`config.mk`:
```
export PLATFORM = sky130hd
export DESIGN_NAME = rlt_timer
export DESIGN_NICKNAME = d
export VERILOG_FILES = /design/src/hdl/rlt_pkg.sv /design/src/hdl/rlt_prescaler.sv /design/src/hdl/rlt_timer.sv
export VERILOG_INCLUDE_DIRS = /design/src /design/src/hdl
export SDC_FILE = /design/constraint.sdc
export NUM_CORES = 1
export LEC_CHECK = 0
export BUFFER_PORTS_ARGS = -buffer_cell sky130_fd_sc_hd__buf_2
export CELL_PAD_IN_SITES_DETAIL_PLACEMENT = 0
export CELL_PAD_IN_SITES_GLOBAL_PLACEMENT = 1
export CORE_MARGIN = 3
export CORE_UTILIZATION = 47
export DETAILED_ROUTE_END_ITERATION = 10
export GPL_TIMING_DRIVEN = 0
export MAX_ROUTING_LAYER = met4
export PLACE_DENSITY = 0.88
export SETUP_SLACK_MARGIN = 0.2
export SYNTH_ARGS = -nofsm -noshare
export SYNTH_HDL_FRONTEND = slang
export SYNTH_SLANG_ARGS = --single-unit
```
`constraint.sdc`:
```
create_clock -name clk_sys -period 2.7 [get_ports clk_sys]
set_input_delay 0.135 -clock clk_sys [delete_from_list [all_inputs] [get_ports clk_sys]]
set_output_delay 0.135 -clock clk_sys [all_outputs]
set_load 0.02 [all_outputs]
```
`src/hdl/rlt_defines.svh`:
```
// Register offsets, field positions, reset values and codes of the reload timer
`ifndef RLT_DEFINES_SVH
`define RLT_DEFINES_SVH

// ----------------------------------------------------------------------------
// Register offsets
// ----------------------------------------------------------------------------
`define RLT_ADDR_W           3
`define RLT_OFS_CTRL_UPPER   3'h0
`define RLT_OFS_CTRL_LOWER   3'h1
`define RLT_OFS_CNT_UPPER    3'h2
`define RLT_OFS_CNT_LOWER    3'h3
`define RLT_OFS_RLD_UPPER    3'h4
`define RLT_OFS_RLD_LOWER    3'h5
`define RLT_OFS_INT_STAT     3'h6
`define RLT_OFS_INT_MASK     3'h7

// ----------------------------------------------------------------------------
// Field positions
// ----------------------------------------------------------------------------
`define RLT_CU_CSL_LSB       0
`define RLT_CU_MOD_LSB       3
`define RLT_CL_OUTPUT_ENABLE_BIT          7
`define RLT_CL_OUTL          6
`define RLT_CL_RELOAD_SELECT_BIT          5
`define RLT_CL_UNDERFLOW_IRQ_ENABLE          4
`define RLT_CL_UF            3
`define RLT_CL_COUNT_ENABLE_BIT          2
`define RLT_CL_TRG           1
`define RLT_CL_RUN           0
`define RLT_IS_UF            0

// ----------------------------------------------------------------------------
// Codes and reset values
// ----------------------------------------------------------------------------
`define RLT_CSL_EVENT        3'h7
`define RLT_CNT_UNDER        16'hFFFF
`define RLT_CNT_ZERO         16'h0000
`define RLT_RST_CNT          16'h0000
`define RLT_RST_RELOAD       16'h0000
`define RLT_RST_CSL          3'h0
`define RLT_RST_MOD          3'h0

`endif

```
`src/hdl/rlt_pkg.sv`:
```
// Types shared by the reload timer modules
`default_nettype none

package rlt_pkg;

  // Counter operating state
  typedef enum logic [1:0] {
    st_stop,
    st_wait,
    st_run
  } rlt_run_e;

  // Register bus request from the master
  typedef struct packed {
    logic [2:0] addr;
    logic [7:0] wdata;
    logic       wr;
    logic       rd;
  } rlt_bus_s;

  // Whole state of the timer channel except the prescaler divider
  typedef struct packed {
    logic       tin_meta;
    logic       tin_sync;
    logic       tin_prev;
    rlt_run_e   st;
    logic [15:0] cnt;
    logic [15:0] reload;
    logic [2:0] count_clock_select;
    logic [2:0] operating_mode_select;
    logic       output_enable_bit;
    logic       out_level_inv;
    logic       reload_select_bit;
    logic       underflow_irq_enable;
    logic       underflow_flag;
    logic       count_enable_bit;
    logic       tout_level;
    logic       pin_level;
    logic       irq;
    logic [7:0] rdata;
  } rlt_regs_s;

endpackage

`default_nettype wire

```
`src/hdl/rlt_prescaler.sv`:
```
// Free-running prescaler giving a one-cycle count tick
`timescale 1ns/1ns
`default_nettype none

module rlt_prescaler #(
  parameter int DIV_W = 7
) (
  input  wire logic       clk_sys,
  input  wire logic       nrst,
  input  wire logic [2:0] sel,
  output logic            tick
);

  typedef struct packed {
    logic [DIV_W-1:0] div;
    logic             tick;
  } rlt_psc_s;

  rlt_psc_s         r;
  rlt_psc_s         next_r;
  logic [DIV_W-1:0] mask;

  // ----------------------------------------------------------------------------
  // Divide by 2^(sel+1); tick fires once per period
  // ----------------------------------------------------------------------------
  always_comb begin
    next_r      = r;
    mask        = DIV_W'((8'h02 << sel) - 8'h01);
    next_r.div  = r.div + 1'b1;
    next_r.tick = (r.div & mask) == mask;
  end

  // Registers
  always_ff @(posedge clk_sys or negedge nrst) begin
    if (!nrst) begin
      r <= '0;
    end else begin
      r <= next_r;
    end
  end

  assign tick = r.tick;

endmodule

`default_nettype wire

```
`src/hdl/rlt_timer.sv`:
```
// One channel of the 16-bit reload down-counter timer with register port
//
// Our own choices: the register addresses and the strobed register port.
`timescale 1ns/1ns
`default_nettype none
`include "rlt_defines.svh"

module rlt_timer
  import rlt_pkg::*;
#(
  parameter int PSC_W = 7
) (
  input  wire logic     clk_sys,
  input  wire logic     nrst,
  input  wire rlt_bus_s bus,
  output logic [7:0]    rdata,
  input  wire logic     timer_input_pin,
  output logic          timer_output_pin,
  output logic          timer_output_en,
  output logic          irq
);

  // ----------------------------------------------------------------------------
  // Declarations
  // ----------------------------------------------------------------------------
  localparam rlt_regs_s RST = '{
    tin_meta:              1'b0,
    tin_sync:              1'b0,
    tin_prev:              1'b0,
    st:                    st_stop,
    cnt:                   `RLT_RST_CNT,
    reload:                `RLT_RST_RELOAD,
    count_clock_select:    `RLT_RST_CSL,
    operating_mode_select: `RLT_RST_MOD,
    output_enable_bit:     1'b0,
    out_level_inv:         1'b0,
    reload_select_bit:     1'b0,
    underflow_irq_enable:  1'b0,
    underflow_flag:        1'b0,
    count_enable_bit:      1'b0,
    tout_level:            1'b0,
    pin_level:             1'b0,
    irq:                   1'b0,
    rdata:                 8'h00
  };

  rlt_regs_s r;
  rlt_regs_s next_r;
  logic      presc_tick;
  logic      rise;
  logic      fall;
  logic      event_mode;
  logic      gate_mode;
  logic      gate_ok;
  logic      ext_trig;
  logic      wr_cl;
  logic      next_count_enable_bit;
  logic      soft_trig;
  logic      start;
  logic      tick;
  logic      underflow;
  logic      uf_clear;
  logic [7:0] rd_mux;

  // Edge match: bit 0 selects rising, bit 1 falling, both for either edge
  function automatic logic edge_hit(input logic [1:0] sel,
                                    input logic       r_edge,
                                    input logic       f_edge);
    return (sel[0] & r_edge) | (sel[1] & f_edge);
  endfunction

  // ----------------------------------------------------------------------------
  // Prescaler
  // ----------------------------------------------------------------------------
  rlt_prescaler #(
    .DIV_W (PSC_W)
  ) u_presc (
    .clk_sys (clk_sys),
    .nrst    (nrst),
    .sel     (r.count_clock_select),
    .tick    (presc_tick)
  );

  // ----------------------------------------------------------------------------
  // Next-state logic
  // ----------------------------------------------------------------------------
  always_comb begin
    next_r = r;
    // Pin passes two flops; edges are seen only past the second one
    next_r.tin_meta = timer_input_pin;
    next_r.tin_sync = r.tin_meta;
    next_r.tin_prev = r.tin_sync;
    rise = r.tin_sync & ~r.tin_prev;
    fall = ~r.tin_sync & r.tin_prev;

    // Mode decode
    event_mode = r.count_clock_select == `RLT_CSL_EVENT;
    gate_mode  = !event_mode && (r.operating_mode_select[2:1] == 2'b10);
    gate_ok    = r.tin_sync == r.operating_mode_select[0];
    // Edge triggers only exist in internal clock mode; event mode is software-started
    ext_trig   = !event_mode && !r.operating_mode_select[2]
                 && edge_hit(r.operating_mode_select[1:0], rise, fall);

    // Count tick source
    if (event_mode) begin
      tick = edge_hit(r.operating_mode_select[1:0], rise, fall);
    end else begin
      tick = presc_tick && (!gate_mode || gate_ok);
    end

    // Control writes
    wr_cl     = bus.wr && (bus.addr == `RLT_OFS_CTRL_LOWER);
    next_count_enable_bit = wr_cl ? bus.wdata[`RLT_CL_COUNT_ENABLE_BIT] : r.count_enable_bit;
    // Trigger counts only if the same write leaves counting enabled
    soft_trig = wr_cl && bus.wdata[`RLT_CL_TRG] && next_count_enable_bit;
    start     = soft_trig || (r.count_enable_bit && next_count_enable_bit && ext_trig);
    underflow = 1'b0;
    next_r.count_enable_bit = next_count_enable_bit;

    if (bus.wr) begin
      case (bus.addr)
        `RLT_OFS_CTRL_UPPER: begin
          next_r.count_clock_select    = bus.wdata[`RLT_CU_CSL_LSB +: 3];
          next_r.operating_mode_select = bus.wdata[`RLT_CU_MOD_LSB +: 3];
        end
        `RLT_OFS_CTRL_LOWER: begin
          next_r.output_enable_bit    = bus.wdata[`RLT_CL_OUTPUT_ENABLE_BIT];
          next_r.out_level_inv        = bus.wdata[`RLT_CL_OUTL];
          next_r.reload_select_bit    = bus.wdata[`RLT_CL_RELOAD_SELECT_BIT];
          next_r.underflow_irq_enable = bus.wdata[`RLT_CL_UNDERFLOW_IRQ_ENABLE];
        end
        `RLT_OFS_RLD_UPPER: begin
          next_r.reload[15:8] = bus.wdata;
        end
        `RLT_OFS_RLD_LOWER: begin
          next_r.reload[7:0] = bus.wdata;
        end
        `RLT_OFS_INT_MASK: begin
          next_r.underflow_irq_enable = bus.wdata[`RLT_IS_UF];
        end
        default: begin
        end
      endcase
    end

    // Counter state machine
    if (!next_count_enable_bit) begin
      next_r.st = st_stop;
    end else if (start) begin
      next_r.st         = st_run;
      next_r.cnt        = r.reload;
      next_r.tout_level = 1'b0;
    end else begin
      case (r.st)
        st_stop: begin
          next_r.st = st_wait;
        end
        st_wait: begin
          next_r.st = st_wait;
        end
        st_run: begin
          if (tick) begin
            if (r.cnt == `RLT_CNT_ZERO) begin
              underflow = 1'b1;
              if (r.reload_select_bit) begin
                next_r.cnt        = r.reload;
                next_r.tout_level = ~r.tout_level;
              end else begin
                // One-shot: park at all ones until the next trigger
                next_r.cnt = `RLT_CNT_UNDER;
                next_r.st  = st_wait;
              end
            end else begin
              next_r.cnt = r.cnt - 16'h0001;
            end
          end
        end
        default: begin
          next_r.st = st_stop;
        end
      endcase
    end

    // Underflow flag: a set in the clearing cycle wins
    uf_clear = (wr_cl && !bus.wdata[`RLT_CL_UF])
               || (bus.wr && (bus.addr == `RLT_OFS_INT_STAT) && bus.wdata[`RLT_IS_UF]);
    if (underflow) begin
      next_r.underflow_flag = 1'b1;
    end else if (uf_clear) begin
      next_r.underflow_flag = 1'b0;
    end
    next_r.irq = next_r.underflow_flag && next_r.underflow_irq_enable;

    // Output waveform: toggle in reload mode, run indicator in one-shot mode
    if (next_r.reload_select_bit) begin
      next_r.pin_level = next_r.tout_level ^ next_r.out_level_inv;
    end else begin
      next_r.pin_level = (next_r.st == st_run) ^ next_r.out_level_inv;
    end

    // Read mux; data stand for one cycle only
    case (bus.addr)
      `RLT_OFS_CTRL_UPPER: rd_mux = {2'b00, r.operating_mode_select, r.count_clock_select};
      `RLT_OFS_CTRL_LOWER: rd_mux = {r.output_enable_bit, r.out_level_inv,
                                     r.reload_select_bit, r.underflow_irq_enable,
                                     r.underflow_flag, r.count_enable_bit, 1'b0,
                                     r.st == st_run};
      `RLT_OFS_CNT_UPPER:  rd_mux = r.cnt[15:8];
      `RLT_OFS_CNT_LOWER:  rd_mux = r.cnt[7:0];
      `RLT_OFS_RLD_UPPER:  rd_mux = r.reload[15:8];
      `RLT_OFS_RLD_LOWER:  rd_mux = r.reload[7:0];
      `RLT_OFS_INT_STAT:   rd_mux = {7'h00, r.underflow_flag};
      `RLT_OFS_INT_MASK:   rd_mux = {7'h00, r.underflow_irq_enable};
      default:             rd_mux = 8'h00;
    endcase
    next_r.rdata = bus.rd ? rd_mux : 8'h00;
  end

  // ----------------------------------------------------------------------------
  // State register
  // ----------------------------------------------------------------------------
  always_ff @(posedge clk_sys or negedge nrst) begin
    if (!nrst) begin
      r <= RST;
    end else begin
      r <= next_r;
    end
  end

  // Outputs straight from flops
  assign rdata            = r.rdata;
  assign timer_output_pin = r.pin_level;
  assign timer_output_en  = r.output_enable_bit;
  assign irq              = r.irq;
endmodule

`default_nettype wire

```
# Word level (Yosys, flattened, before mapping)
# Index checks and enable logic that the tools add are counted.
# word_totals
regBits,68
inputBits,16
out_inout_bits,11
# op_classes
n_eq_ne,14
n_addsub,3
muxes,30
shift,1
n_reduce_logical,31
n_bitwise,11
# ops
operator,count
one-hot mux 8 bit (8 select lines),1
2-to-1 mux 16 bit,3
2-to-1 mux 18 bit,2
logical NOT 16 bit,1
2-to-1 mux 1 bit,16
"subtractor 16 x 1 -> 16 bit, second input constant",1
"equality test 3 bit, second input constant",5
logical AND 1 bit,13
2-to-1 mux 2 bit,4
2-to-1 mux 8 bit,1
AND reduction 2 bit,4
"adder 7 x 1 -> 7 bit, second input constant",1
bitwise AND 7 bit,1
equality test 7 bit,1
"<< shifter 2 x 3 -> 7 bit, first input constant",1
"subtractor 7 x 1 -> 7 bit, second input constant",1
"equality test 2 bit, second input constant",3
"equality test 3 x 2 -> 1 bit, second input constant",2
bitwise AND 1 bit,4
logical NOT 1 bit,4
one-hot mux 2 bit (2 select lines),1
nonzero test 2 bit,2
"equality test 3 x 1 -> 1 bit, second input constant",1
logical NOT 3 bit,1
other kinds (11),16

# Logic depth before layout (Yosys ltp)
# Gate-level depths: netlist of run 1.
# logic_depth
ltp_word,14
mapped_depth,9
ltp_nobuf,8

# Cells and area by module
# A second synthesis of run 1 with hierarchy kept.
# unflattened
cells_unflattened,382
area_unflattened_um2,3796.1
# modules_own_cells
mod,area_per_inst_um2,cells_each,seq_area_each_um2,instances
rlt_timer,3402.0,345,1501.4,1
rlt_prescaler,394.1,37,200.2,1

# Worst setup path after synthesis of run 1
# Ideal clock, no wire load.
# synth_timing
path_kind,register -> register
startpoint,register r[43] (netlist name)
endpoint,register r[40] (netlist name)
setup_time_ns,0.132
t_required_ns,2.568
arrival_time_ns,2.044
slack_ns,0.524
path_stages_with_launch,9
path_cell_list,dfrtp_1 or4_1 buf_2 nor4_4 and3_4 nor3_2 buf_2 o22ai_1 o21ai_1
# synth_via
elab_chain_cells,5
# synth_lines
element,line,rtl
from (decl),rlt_timer.sv:47,rlt_regs_s r;
from (signal assigned),rlt_timer.sv:226,r <= next_r;
logical NOT 16 bit (no line),n/a,
2-to-1 mux 16 bit,rlt_timer.sv:163,if (r.cnt == `RLT_CNT_ZERO) begin
2-to-1 mux 18 bit,rlt_timer.sv:162,if (tick) begin
2-to-1 mux 16 bit,rlt_timer.sv:154,case (r.st)
2-to-1 mux 18 bit,rlt_timer.sv:149,end else if (start) begin
# Every way passes these cells. The select of a mux whose other input is x is not followed.
# A chain may end at the register's enable or synchronous reset.

==> PnR_summary.wiki, run 1 <==
{| class="wikitable"
! Metric !! Value
|-
| Outcome || completed
|-
| Fillers || 694
|-
| Antenna violations before repair || 0
|-
| Final period util || 90.4%
|-
| Main combinational cell family by area after synthesis || compound AO/OA/AOI/OAI gates
|-
| Final sum of negative setup slack || 0 ns
|-
| IO buf count || 24
|-
| Proportion of synthesized flip-flops having asynchronous set or reset || 100%
|-
| Clock Skews || 0.00914 ns
|-
| Total Power Consumption || 2.99 mW
|-
| Post-synthesis adder-cell area fraction || 1.31%
|-
| Router iterations before antenna repair || 5
|-
| Detail Route Antenna Nets || 0
|-
| Transition time at the pin with the least slew margin || 0.851 ns
|-
| Peak supply drop || 481 uV
|-
| CTS Buffer Depth || 2
|-
| Number of vias per cell after detailed routing || 5.99
|-
| Height of the die || 96.3 um
|-
| Cell at the root of the clock tree || clkbuf_8
|-
| Number of placement rows || 32
|-
| Highest net fanout along the worst path || 7
|-
| Worst path setup slack after routing || 0.258 ns
|-
| Maximum clock frequency || 410 MHz
|-
| Post-route minimum period || 2.44 ns
|-
| Cell area after layout || 4430 um2
|-
| Relative slew slack || 43.3%
|-
| Num Clock Sinks || 68
|-
| Most common library cell in the layout ignoring fill and taps || dfrtp_1
|-
| Endpoints failing setup || 0
|-
| Total number of vias || 3263
|-
| Post-synthesis compound-gate area fraction || 18.4%
|-
| Final weighted congestion in routability-driven placement || 0.900
|-
| XOR/XNOR Fraction of Synth Area || 2.97%
|-
| Clock latency at the later pin of the worst-skew pair || 0.35 ns
|-
| Utilization after layout || 56.7%
|-
| Total die area || 9270 um2
|-
| HPWL after DPL || 7290 um
|-
| Setup crit start kind || flip-flop
|-
| Dominant register cell in the synthesized netlist || dfrtp_1
|-
| Number of synthesized flops with an enable pin || 0
|-
| Effective utilization at floorplan || 49.0%
|-
| Data required time at the worst endpoint || 2.93 ns
|-
| Clock tree from TritonCTS || done
|-
| Flip-flop and latch count after synthesis || 68
|-
| Post-Synth Simple-Gate Area || 17.7%
|-
| Largest net degree at the start of global routing || 69
|-
| Antenna cells || 0
|-
| Violation count after the first detailed-route iteration || 299
|-
| Commonest non-fill, non-tap cells in the layout || 64 x dfrtp_1, 39 x nand2_1, 28 x buf_2, 24 x mux2_2
|-
| I/O pin cnt || 27
|-
| Number of standard cells after synthesis || 391
|-
| Number of remaining DRC errors || 0
|-
| Layout overhead on the synthesized area || 15.7%
|-
| Nets@finish || 458
|-
| Summed instance area of the synthesized netlist || 3830 um2
|-
| Synth cell types || 67
|-
| Max-cap violations || 0
|-
| Placed cell areas || 4080 um2
|-
| Share of cells above drive strength 1 || 25.7%
|-
| Worst EP arrival || 2.67 ns
|-
| Gr usage total || 23.9%
|-
| Total wirelength of the detailed-routed design || 10300 um
|-
| Endpoint kind of the worst setup timing path || flip-flop
|-
| Leakage dissipation || 1.92 nW
|-
| Final-report hold violation count || 0
|-
| Worst hold path class || in -> reg
|-
| DIE WIDTH || 96.3 um
|-
| First-pass GRT wire length || 16200 um
|-
| Post-synthesis sequential area ratio || 44.4%
|-
| Grt total ovfl || 0
|-
| Max-slew violations || 0
|-
| Share of synthesized area spent on multiplexers || 10.0%
|-
| Number of warnings issued by yosys || 0
|-
| Area of the placeable core || 7810 um2
|-
| Power per Cell Area || 675 nW/um2
|-
| Mean post-synth cell area || 9.79 um2
|-
| Number of H-tree branching levels || 3
|-
| Clock input transition at the sequential cells of the worst setup and hold paths || 0.08 ns
|-
| WL per Instance || 18.9 um
|-
| TritonCTS buffer count || 9
|-
| Type of the worst setup path || reg -> reg
|-
| RSZ-0062 raised after global routing || yes
|-
| Post-synthesis net count || 411
|-
| Placement-stage worst setup slack || 0.148 ns
|-
| Via count of the first global-routing pass || 3064
|}
-- power breakdown --
group / switching (mW) / internal [mW]
combinational: 0.388 / 0.326
clock: 0.440 / 0.439
sequential: 0.213 / 1.18
total: 1.04 / 1.95
-- cells by family after synthesis --
group / after synthesis
muxes: 34
xor gates and xnor gates: 13
adders and majority gates: 4
and+or+nand+nor: 125
AOI/OAI and AO/OA: 106
DFF: 68
buffers and inverters: 41
-- registers in the layout (all words and copies together), names as in the netlist --
register / count
next_r: 2
irq: 1
r: 47
u_presc.r: 7
rdata: 8
timer_output_pin: 1
timer_output_en: 1
u_presc.tick: 1
-- through the flow --
stage,std cells,hold slack [ns]
floorplan,391,-0.161
global placement,517,0.244
detailed placement,517,0.245
CTS,538,0.0406
global route,545,0.0479
finish,545,0.0475
-- worst max-delay path: stages (launching register included) --
cell      delay (ns)
dfrtp_2         0.46
or4_4           0.52
buf_6           0.15
nor4_4          0.25
buf_4           0.20
o211ai_1        0.13
a211oi_2        0.32
o32ai_2         0.13
xor2_1          0.15
-- path summary, 6_finish.rpt --
path,from,end,slack (ns),cells past startpoint
max,r[44],timer_output_pin,0.26,8
min,bus[8],r[29],0.05,2
max reg2reg,r[44],timer_output_pin,0.26,8
min reg2reg,next_r[58],next_r[57],0.36,0
max in group asynchronous,nrst,r[15],1.70,2
min in group asynchronous,nrst,r[48],0.41,2
-- what timing repair did --
item | in CTS | in global routing
gates cloned | 0 | 1
pin swaps | 1 | 2
resized for setup | 2 | 19
endpoints found under the setup margin | 9 | 17
hold buffers | 3 | 0
setup buffers | 2 | 6
endpoints found under the hold margin | 70 | 0
-- synthesized netlist by cell type (3+ instances only) --
cell       n  area, um2
o22ai_1   16        100
o211a_1    3       30.0
mux2_2    24        270
buf_4      9       67.6
buf_2      7       35.0
and3_1     5       31.3
nor3_2     3       30.0
xor2_1     3       26.3
a221oi_1   3       26.3
o211ai_1   3       22.5
nor2b_1    7       43.8
nor2_1    20       75.1
or3_1      5       31.3
nand2b_1   6       37.5
or2_1      3       18.8
a31oi_1    6       37.5
o21ai_0   20        100
xnor2_1   10       87.6
o21ai_1   11       55.1
ha_1       4       50.1
nand3_1    7       35.0
a21oi_1   18       90.1
clkbuf_1  11       41.3
mux2i_1    9       90.1
nor4_1     4       25.0
inv_1     12       45.0
dfrtp_1   68       1700
nor3_1     6       30.0
nand2_1   39        146
and2_1     4       25.0
-- cell type report --
cell class | count | area (um2) | area share, %
clock buffer | 9 | 124 | 2.80
inverter | 12 | 45.0 | 1.02
timing repair buffer | 36 | 220 | 4.97
sequential | 68 | 1710 | 38.5
multi-input combinational | 282 | 1960 | 44.3
clock inverter | 7 | 80.1 | 1.81
tap | 102 | 128 | 2.88
buffer | 29 | 166 | 3.76
-- routing by layer --
layer / global-route usage, % / vias to the layer above / wire length, um / part of all wire [%]
met5: - / - / 0 / 0
met4: 9.95 / 0 / 281 / 2.7
met3: 5.00 / 26 / 656 / 6.4
met2: 33.5 / 139 / 4660 / 45
met1: 33.5 / 1570 / 4700 / 46
li1: - / 1528 / - / -
Note: power is estimated with default switching activity, not from simulation.
==> inputs of run 2 (changes only) <==
HOLD_SLACK_MARGIN = 0.1   (was not set)
==> run 2 against run 1 <==
Hold slack better by 0.14 ns. Clock power about the same. Via count up 0.61%. Utilization up 1.0 points. Sequential cell count unchanged. Register-to-register slack about the same. Sequential share of layout area down 0.68 points. Final area up 1.8%. Final cell count up 1.5%. Largest power group unchanged. Highest routed layer unchanged.
==> PnR_summary.wiki, run 2 (synthesis gave the netlist of run 1 again) <==
{| class="wikitable"
! Metric !! Value
|-
| Sequential cell area || 1710 um2
|-
| Clock input transition at the sequential cells of the worst setup and hold paths || 0.08 ns
|-
| Endpoint kind of the worst setup timing path || flip-flop
|-
| Setup crit start kind || flip-flop
|-
| Max-cap violations || 0
|-
| CTS Buffer Depth || 2
|-
| Area of the placeable core || 7810 um2
|-
| Placed cell areas || 4080 um2
|-
| Final-report hold violation count || 0
|-
| Slack of the worst reg-to-reg path || 0.27 ns
|-
| Commonest non-fill, non-tap cells in the layout || 64 x dfrtp_1, 39 x nand2_1, 28 x buf_2, 24 x mux2_2
|-
| Cell area after layout || 4510 um2
|-
| Num Clock Sinks || 68
|-
| Height of the die || 96.3 um
|-
| Antenna cells || 0
|-
| Fillers || 686
|-
| Post-route worst hold slack || 0.186 ns
|-
| Post-route minimum period || 2.43 ns
|-
| Maximum clock frequency || 411 MHz
|-
| WL per Instance || 18.9 um
|-
| Via count of the first global-routing pass || 3138
|-
| Cell at the root of the clock tree || clkbuf_8
|-
| Worst hold path class || in -> reg
|-
| Final weighted congestion in routability-driven placement || 0.900
|-
| Number of remaining DRC errors || 0
|-
| Number of placement rows || 32
|-
| Endpoint of the most critical setup path || timer_output_pin
|-
| Antenna violations before repair || 0
|-
| Max-slew violations || 0
|-
| Peak supply drop || 480 uV
|-
| HPWL after DPL || 7290 um
|-
| Worst path setup slack after routing || 0.268 ns
|-
| Power per Cell Area || 666 nW/um2
|-
| Layout overhead on the synthesized area || 17.8%
|-
| Max FFs per register || 47
|-
| Filler-free cell count of the finished design || 553
|-
| Leakage dissipation || 1.96 nW
|-
| Total die area || 9270 um2
|-
| Worst EP arrival || 2.66 ns
|-
| DIE WIDTH || 96.3 um
|-
| Relative slew slack || 42.2%
|-
| Highest net fanout along the worst path || 7
|-
| R2R cell count || 8
|-
| Violation count after the first detailed-route iteration || 279
|-
| Final period util || 90.1%
|-
| Nets@finish || 466
|-
| Transition time at the pin with the least slew margin || 0.867 ns
|-
| Total Power Consumption || 3.00 mW
|-
| Number of vias per cell after detailed routing || 5.94
|-
| Outcome || completed
|-
| Gr usage total || 24.3%
|-
| Multi-input combinational cell area || 1960 um2
|-
| Total number of vias || 3283
|-
| Type of the worst setup path || reg -> reg
|-
| IO buf count || 24
|-
| Endpoint of the worst register-to-register path || timer_output_pin
|-
| Share of cells above drive strength 1 || 25.3%
|-
| Clock tree from TritonCTS || done
|-
| I/O pin cnt || 27
|-
| Total wirelength of the detailed-routed design || 10500 um
|-
| Critical path launch point || r[44]
|-
| Endpoints failing setup || 0
|-
| Placement-stage worst setup slack || 0.148 ns
|-
| Clock latency at the later pin of the worst-skew pair || 0.36 ns
|-
| Data required time at the worst endpoint || 2.93 ns
|-
| Reg-to-reg critical path startpoint || r[44]
|-
| Placed Cells incl. Taps || 517
|-
| Largest net degree at the start of global routing || 69
|-
| Clock Skews || 0.00848 ns
|-
| Grt total ovfl || 0
|-
| Effective utilization at floorplan || 49.0%
|-
| Router iterations before antenna repair || 5
|-
| Utilization after layout || 57.8%
|-
| TritonCTS buffer count || 9
|-
| First-pass GRT wire length || 16500 um
|-
| Detail Route Antenna Nets || 0
|-
| Number of H-tree branching levels || 3
|-
| Largest register by flop count || r
|-
| Most common library cell in the layout ignoring fill and taps || dfrtp_1
|-
| Final sum of negative setup slack || 0 ns
|-
| RSZ-0062 raised after global routing || yes
|}
## run 2: cell types whose count changed in the layout (fill, tap and decap cells not counted)
cell / before / now
dlygate4sd3_1: 3 / 11
## run 2: worst min-delay path by stage
| stage | startpoint | endpoint | depth (start not counted) |
|---|---|---|---|
| global route | bus[1] | r[13] | 3 |
| floorplan | nrst | irq | 0 |
| finish | bus[1] | r[13] | 3 |
| global placement | timer_input_pin | next_r[58] | 1 |
| detailed placement | timer_input_pin | next_r[58] | 1 |
| CTS | bus[1] | r[13] | 3 |
## run 2: power breakdown
group          internal (mW)  total (mW)  switching, mW
clock network          0.439       0.881          0.442
logic                  0.334       0.726          0.392
registers               1.18        1.40          0.213
## run 2: critical path: stages, from the launching register on
cell	delay, ns
dfrtp_2	0.46
or4_4	0.52
buf_6	0.15
nor4_4	0.25
buf_4	0.19
o211ai_1	0.13
a211oi_2	0.32
o32ai_2	0.13
xor2_1	0.15
## run 2: area by class of cell
| cell class | count | share of cell area, % |
|---|---|---|
| flip-flops and latches | 68 | 37.8 |
| plain buffers | 29 | 3.69 |
| well taps | 102 | 2.83 |
| clock buffers | 9 | 2.75 |
| clock inverters | 7 | 1.78 |
| multi-input cells | 282 | 43.5 |
| repair buffers | 44 | 6.66 |
| inverters | 12 | 0.999 |
## run 2: routing by layer
metal	vias to the layer above	share of wire, %	global-route usage (%)
li1	1542	-	-
met1	1585	45	33.5
met2	127	46	34.6
met3	29	6.1	5.08
met4	0	2.5	10.3
met5	-	0	-
## run 2: timing repair
action                                 in CTS  in global routing
setup endpoints to repair                   9                 17
endpoints found under the hold margin      96                  0
hold buffers                               11                  0
setup buffers                               2                  6
pin swaps                                   1                  2
cloned                                      0                  1
gates resized for setup                     2                 19
==> inputs of run 3 (changes only) <==
CORE_ASPECT_RATIO = 1.4   (was not set)
==> run 3 against run 2 <==
Non-clock buffer count is the same. Utilization grew 0.25 points. Sequential cell count is the same. Via count grew 2.9%. Critical path type unchanged.
==> PnR_summary.wiki, run 3 (synthesis gave the netlist of run 1 again) <==
{| class="wikitable"
! Metric !! Value
|-
| Endpoints failing setup || 0
|-
| DIE WIDTH || 82.3 um
|-
| Clock Skews || 0.0104 ns
|-
| Number of gates on the worst path with buffers counted || 8
|-
| Utilization after layout || 58.0%
|-
| Post-route minimum period || 2.44 ns
|-
| Post-route worst hold slack || 0.176 ns
|-
| Cell at the root of the clock tree || clkbuf_8
|-
| Worst Hold End || r[13]
|-
| Hold Startpoint || bus[1]
|-
| Max FFs per register || 47
|-
| WP buf/inv || 3
|-
| I/O pin cnt || 27
|-
| Crit path top cell by count || buf_4
|-
| Critical Path Max Stage Delay || 0.51 ns
|-
| IO buf count || 24
|-
| Most common library cell in the layout ignoring fill and taps || dfrtp_1
|-
| Number of placement rows || 38
|-
| Worst hold path class || in -> reg
|-
| Via count of the first global-routing pass || 3170
|-
| Register share of total power || 44.2%
|-
| Num Clock Sinks || 68
|-
| Number of H-tree branching levels || 3
|-
| Share of cells above drive strength 1 || 25.3%
|-
| HPWL after DPL || 7500 um
|-
| Fraction of power consumed by the clock network || 33.2%
|-
| Final-report hold violation count || 0
|-
| Placement-stage worst setup slack || 0.111 ns
|-
| Hold Path Depth || 3
|-
| Clock input transition at the sequential cells of the worst setup and hold paths || 0.07 ns
|-
| Largest net degree at the start of global routing || 69
|-
| Router iterations before antenna repair || 5
|-
| RSZ-0062 raised after global routing || no
|-
| Leakage dissipation || 1.96 nW
|-
| Maximum clock frequency || 409 MHz
|-
| Slack of the worst reg-to-reg path || 0.26 ns
|-
| CTS Buffer Depth || 2
|-
| Final sum of negative setup slack || 0 ns
|-
| Detail Route Antenna Nets || 0
|-
| Setup crit start kind || flip-flop
|-
| Multi-input combinational cell area || 1970 um2
|-
| Grt total ovfl || 0
|-
| Cell area after layout || 4550 um2
|-
| Relative slew slack || 42.4%
|-
| Critical path's slowest cell || or4_1
|-
| Clock latency at the later pin of the worst-skew pair || 0.35 ns
|-
| R2R cell count || 8
|-
| Worst EP arrival || 2.73 ns
|-
| Reg-to-reg critical path startpoint || r[43]
|-
| TritonCTS buffer count || 9
|-
| Highest net fanout along the worst path || 10
|-
| Peak supply drop || 507 uV
|-
| Antenna violations before repair || 0
|-
| Largest delay share family, worst path || simple AND/OR/NAND/NOR gates
|-
| Commonest non-fill, non-tap cells in the layout || 64 x dfrtp_1, 39 x nand2_1, 29 x buf_2, 24 x mux2_2
|-
| Cell-internal power || 2.17 mW
|-
| Combinational share of power || 22.7%
|-
| Type of the worst setup path || reg -> reg
|-
| First-pass GRT wire length || 16600 um
|-
| Height of the die || 113 um
|-
| Antenna cells || 0
|-
| Cells along the critical path || or4_1 -> buf_2 -> nor4_4 -> buf_4 -> buf_4 -> nand2_2 -> o31ai_2 -> and2_1
|-
| Total die area || 9280 um2
|-
| Number of vias per cell after detailed routing || 6.13
|-
| Layout overhead on the synthesized area || 18.9%
|-
| Placed cell areas || 4080 um2
|-
| WL per Instance || 18.9 um
|-
| Power per Cell Area || 696 nW/um2
|-
| Number of remaining DRC errors || 0
|-
| Data required time at the worst endpoint || 2.98 ns
|-
| Sw Pwr || 0.995 mW
|-
| Largest register by flop count || r
|-
| Total wirelength of the detailed-routed design || 10400 um
|-
| Violation count after the first detailed-route iteration || 286
|-
| Outcome || completed
|-
| Fillers || 708
|-
| Sequential cell area || 1710 um2
|-
| Worst path setup slack after routing || 0.256 ns
|-
| Effective utilization at floorplan || 48.8%
|-
| Final period util || 90.5%
|-
| Gr usage total || 24.8%
|-
| Nets@finish || 466
|-
| Area of the placeable core || 7850 um2
|-
| Endpoint of the worst register-to-register path || irq
|-
| Final weighted congestion in routability-driven placement || 0.986
|-
| Total number of vias || 3377
|-
| Transition time at the pin with the least slew margin || 0.864 ns
|-
| Net switching share of the total power || 31.4%
|-
| Endpoint kind of the worst setup timing path || flip-flop
|-
| Max-cap violations || 0
|-
| Max-slew violations || 0
|-
| Clock tree from TritonCTS || done
|}
-- run 3: cell type report --
type	count	share of cell area (%)
multi-input combinational	282	43.2
sequential	68	37.5
timing repair buffer	44	6.60
buffer	29	3.49
clock buffer	12	3.41
tap	100	2.75
clock inverter	4	2.09
inverter	12	0.990
-- run 3: worst min-delay path: stages --
cell and delay [ns]:
buf_2 0.14, nand2_1 0.10, a221oi_1 0.10
-- run 3: layer usage --
| metal | vias up | track usage [%] | routed length, um |
|---|---|---|---|
| li1 | 1537 | - | - |
| met1 | 1685 | 31.0 | 4270 |
| met2 | 123 | 38.4 | 5280 |
| met3 | 32 | 4.54 | 456 |
| met4 | 0 | 11.9 | 404 |
| met5 | - | - | 0 |
-- run 3: worst max path at each step --
stage                      from          endpoint
final                     r[43]               irq
after global placement    r[21]             r[39]
after detailed placement  r[21]             r[39]
after global routing      r[43]  timer_output_pin
after floorplan           r[43]             r[40]
after CTS                 r[22]             r[48]
-- run 3: stage by stage --
step	power, mW	cells
6_report	3.17	551
5_1_grt	3.31	551
4_1_cts	3.14	544
3_5_place_dp	2.08	515
3_3_place_gp	2.06	515
2_1_floorplan	1.83	391
-- run 3: what timing repair did --
item                                   CTS  global route
hold buffers                            11             0
resized for setup                        3            14
setup endpoints to repair               12            16
cloned                                   0             0
pin swaps                                1             3
buffers inserted                         2             7
endpoints found under the hold margin   94             0
-- run 3: power groups by stage --
stage	Combinational, mW	Clock, mW	Sequential (mW)
2_1_floorplan	0.505	0	1.32
3_3_place_gp	0.662	0	1.40
3_5_place_dp	0.673	0	1.40
4_1_cts	0.695	1.06	1.39
5_1_grt	0.792	1.10	1.42
6_report	0.718	1.05	1.40
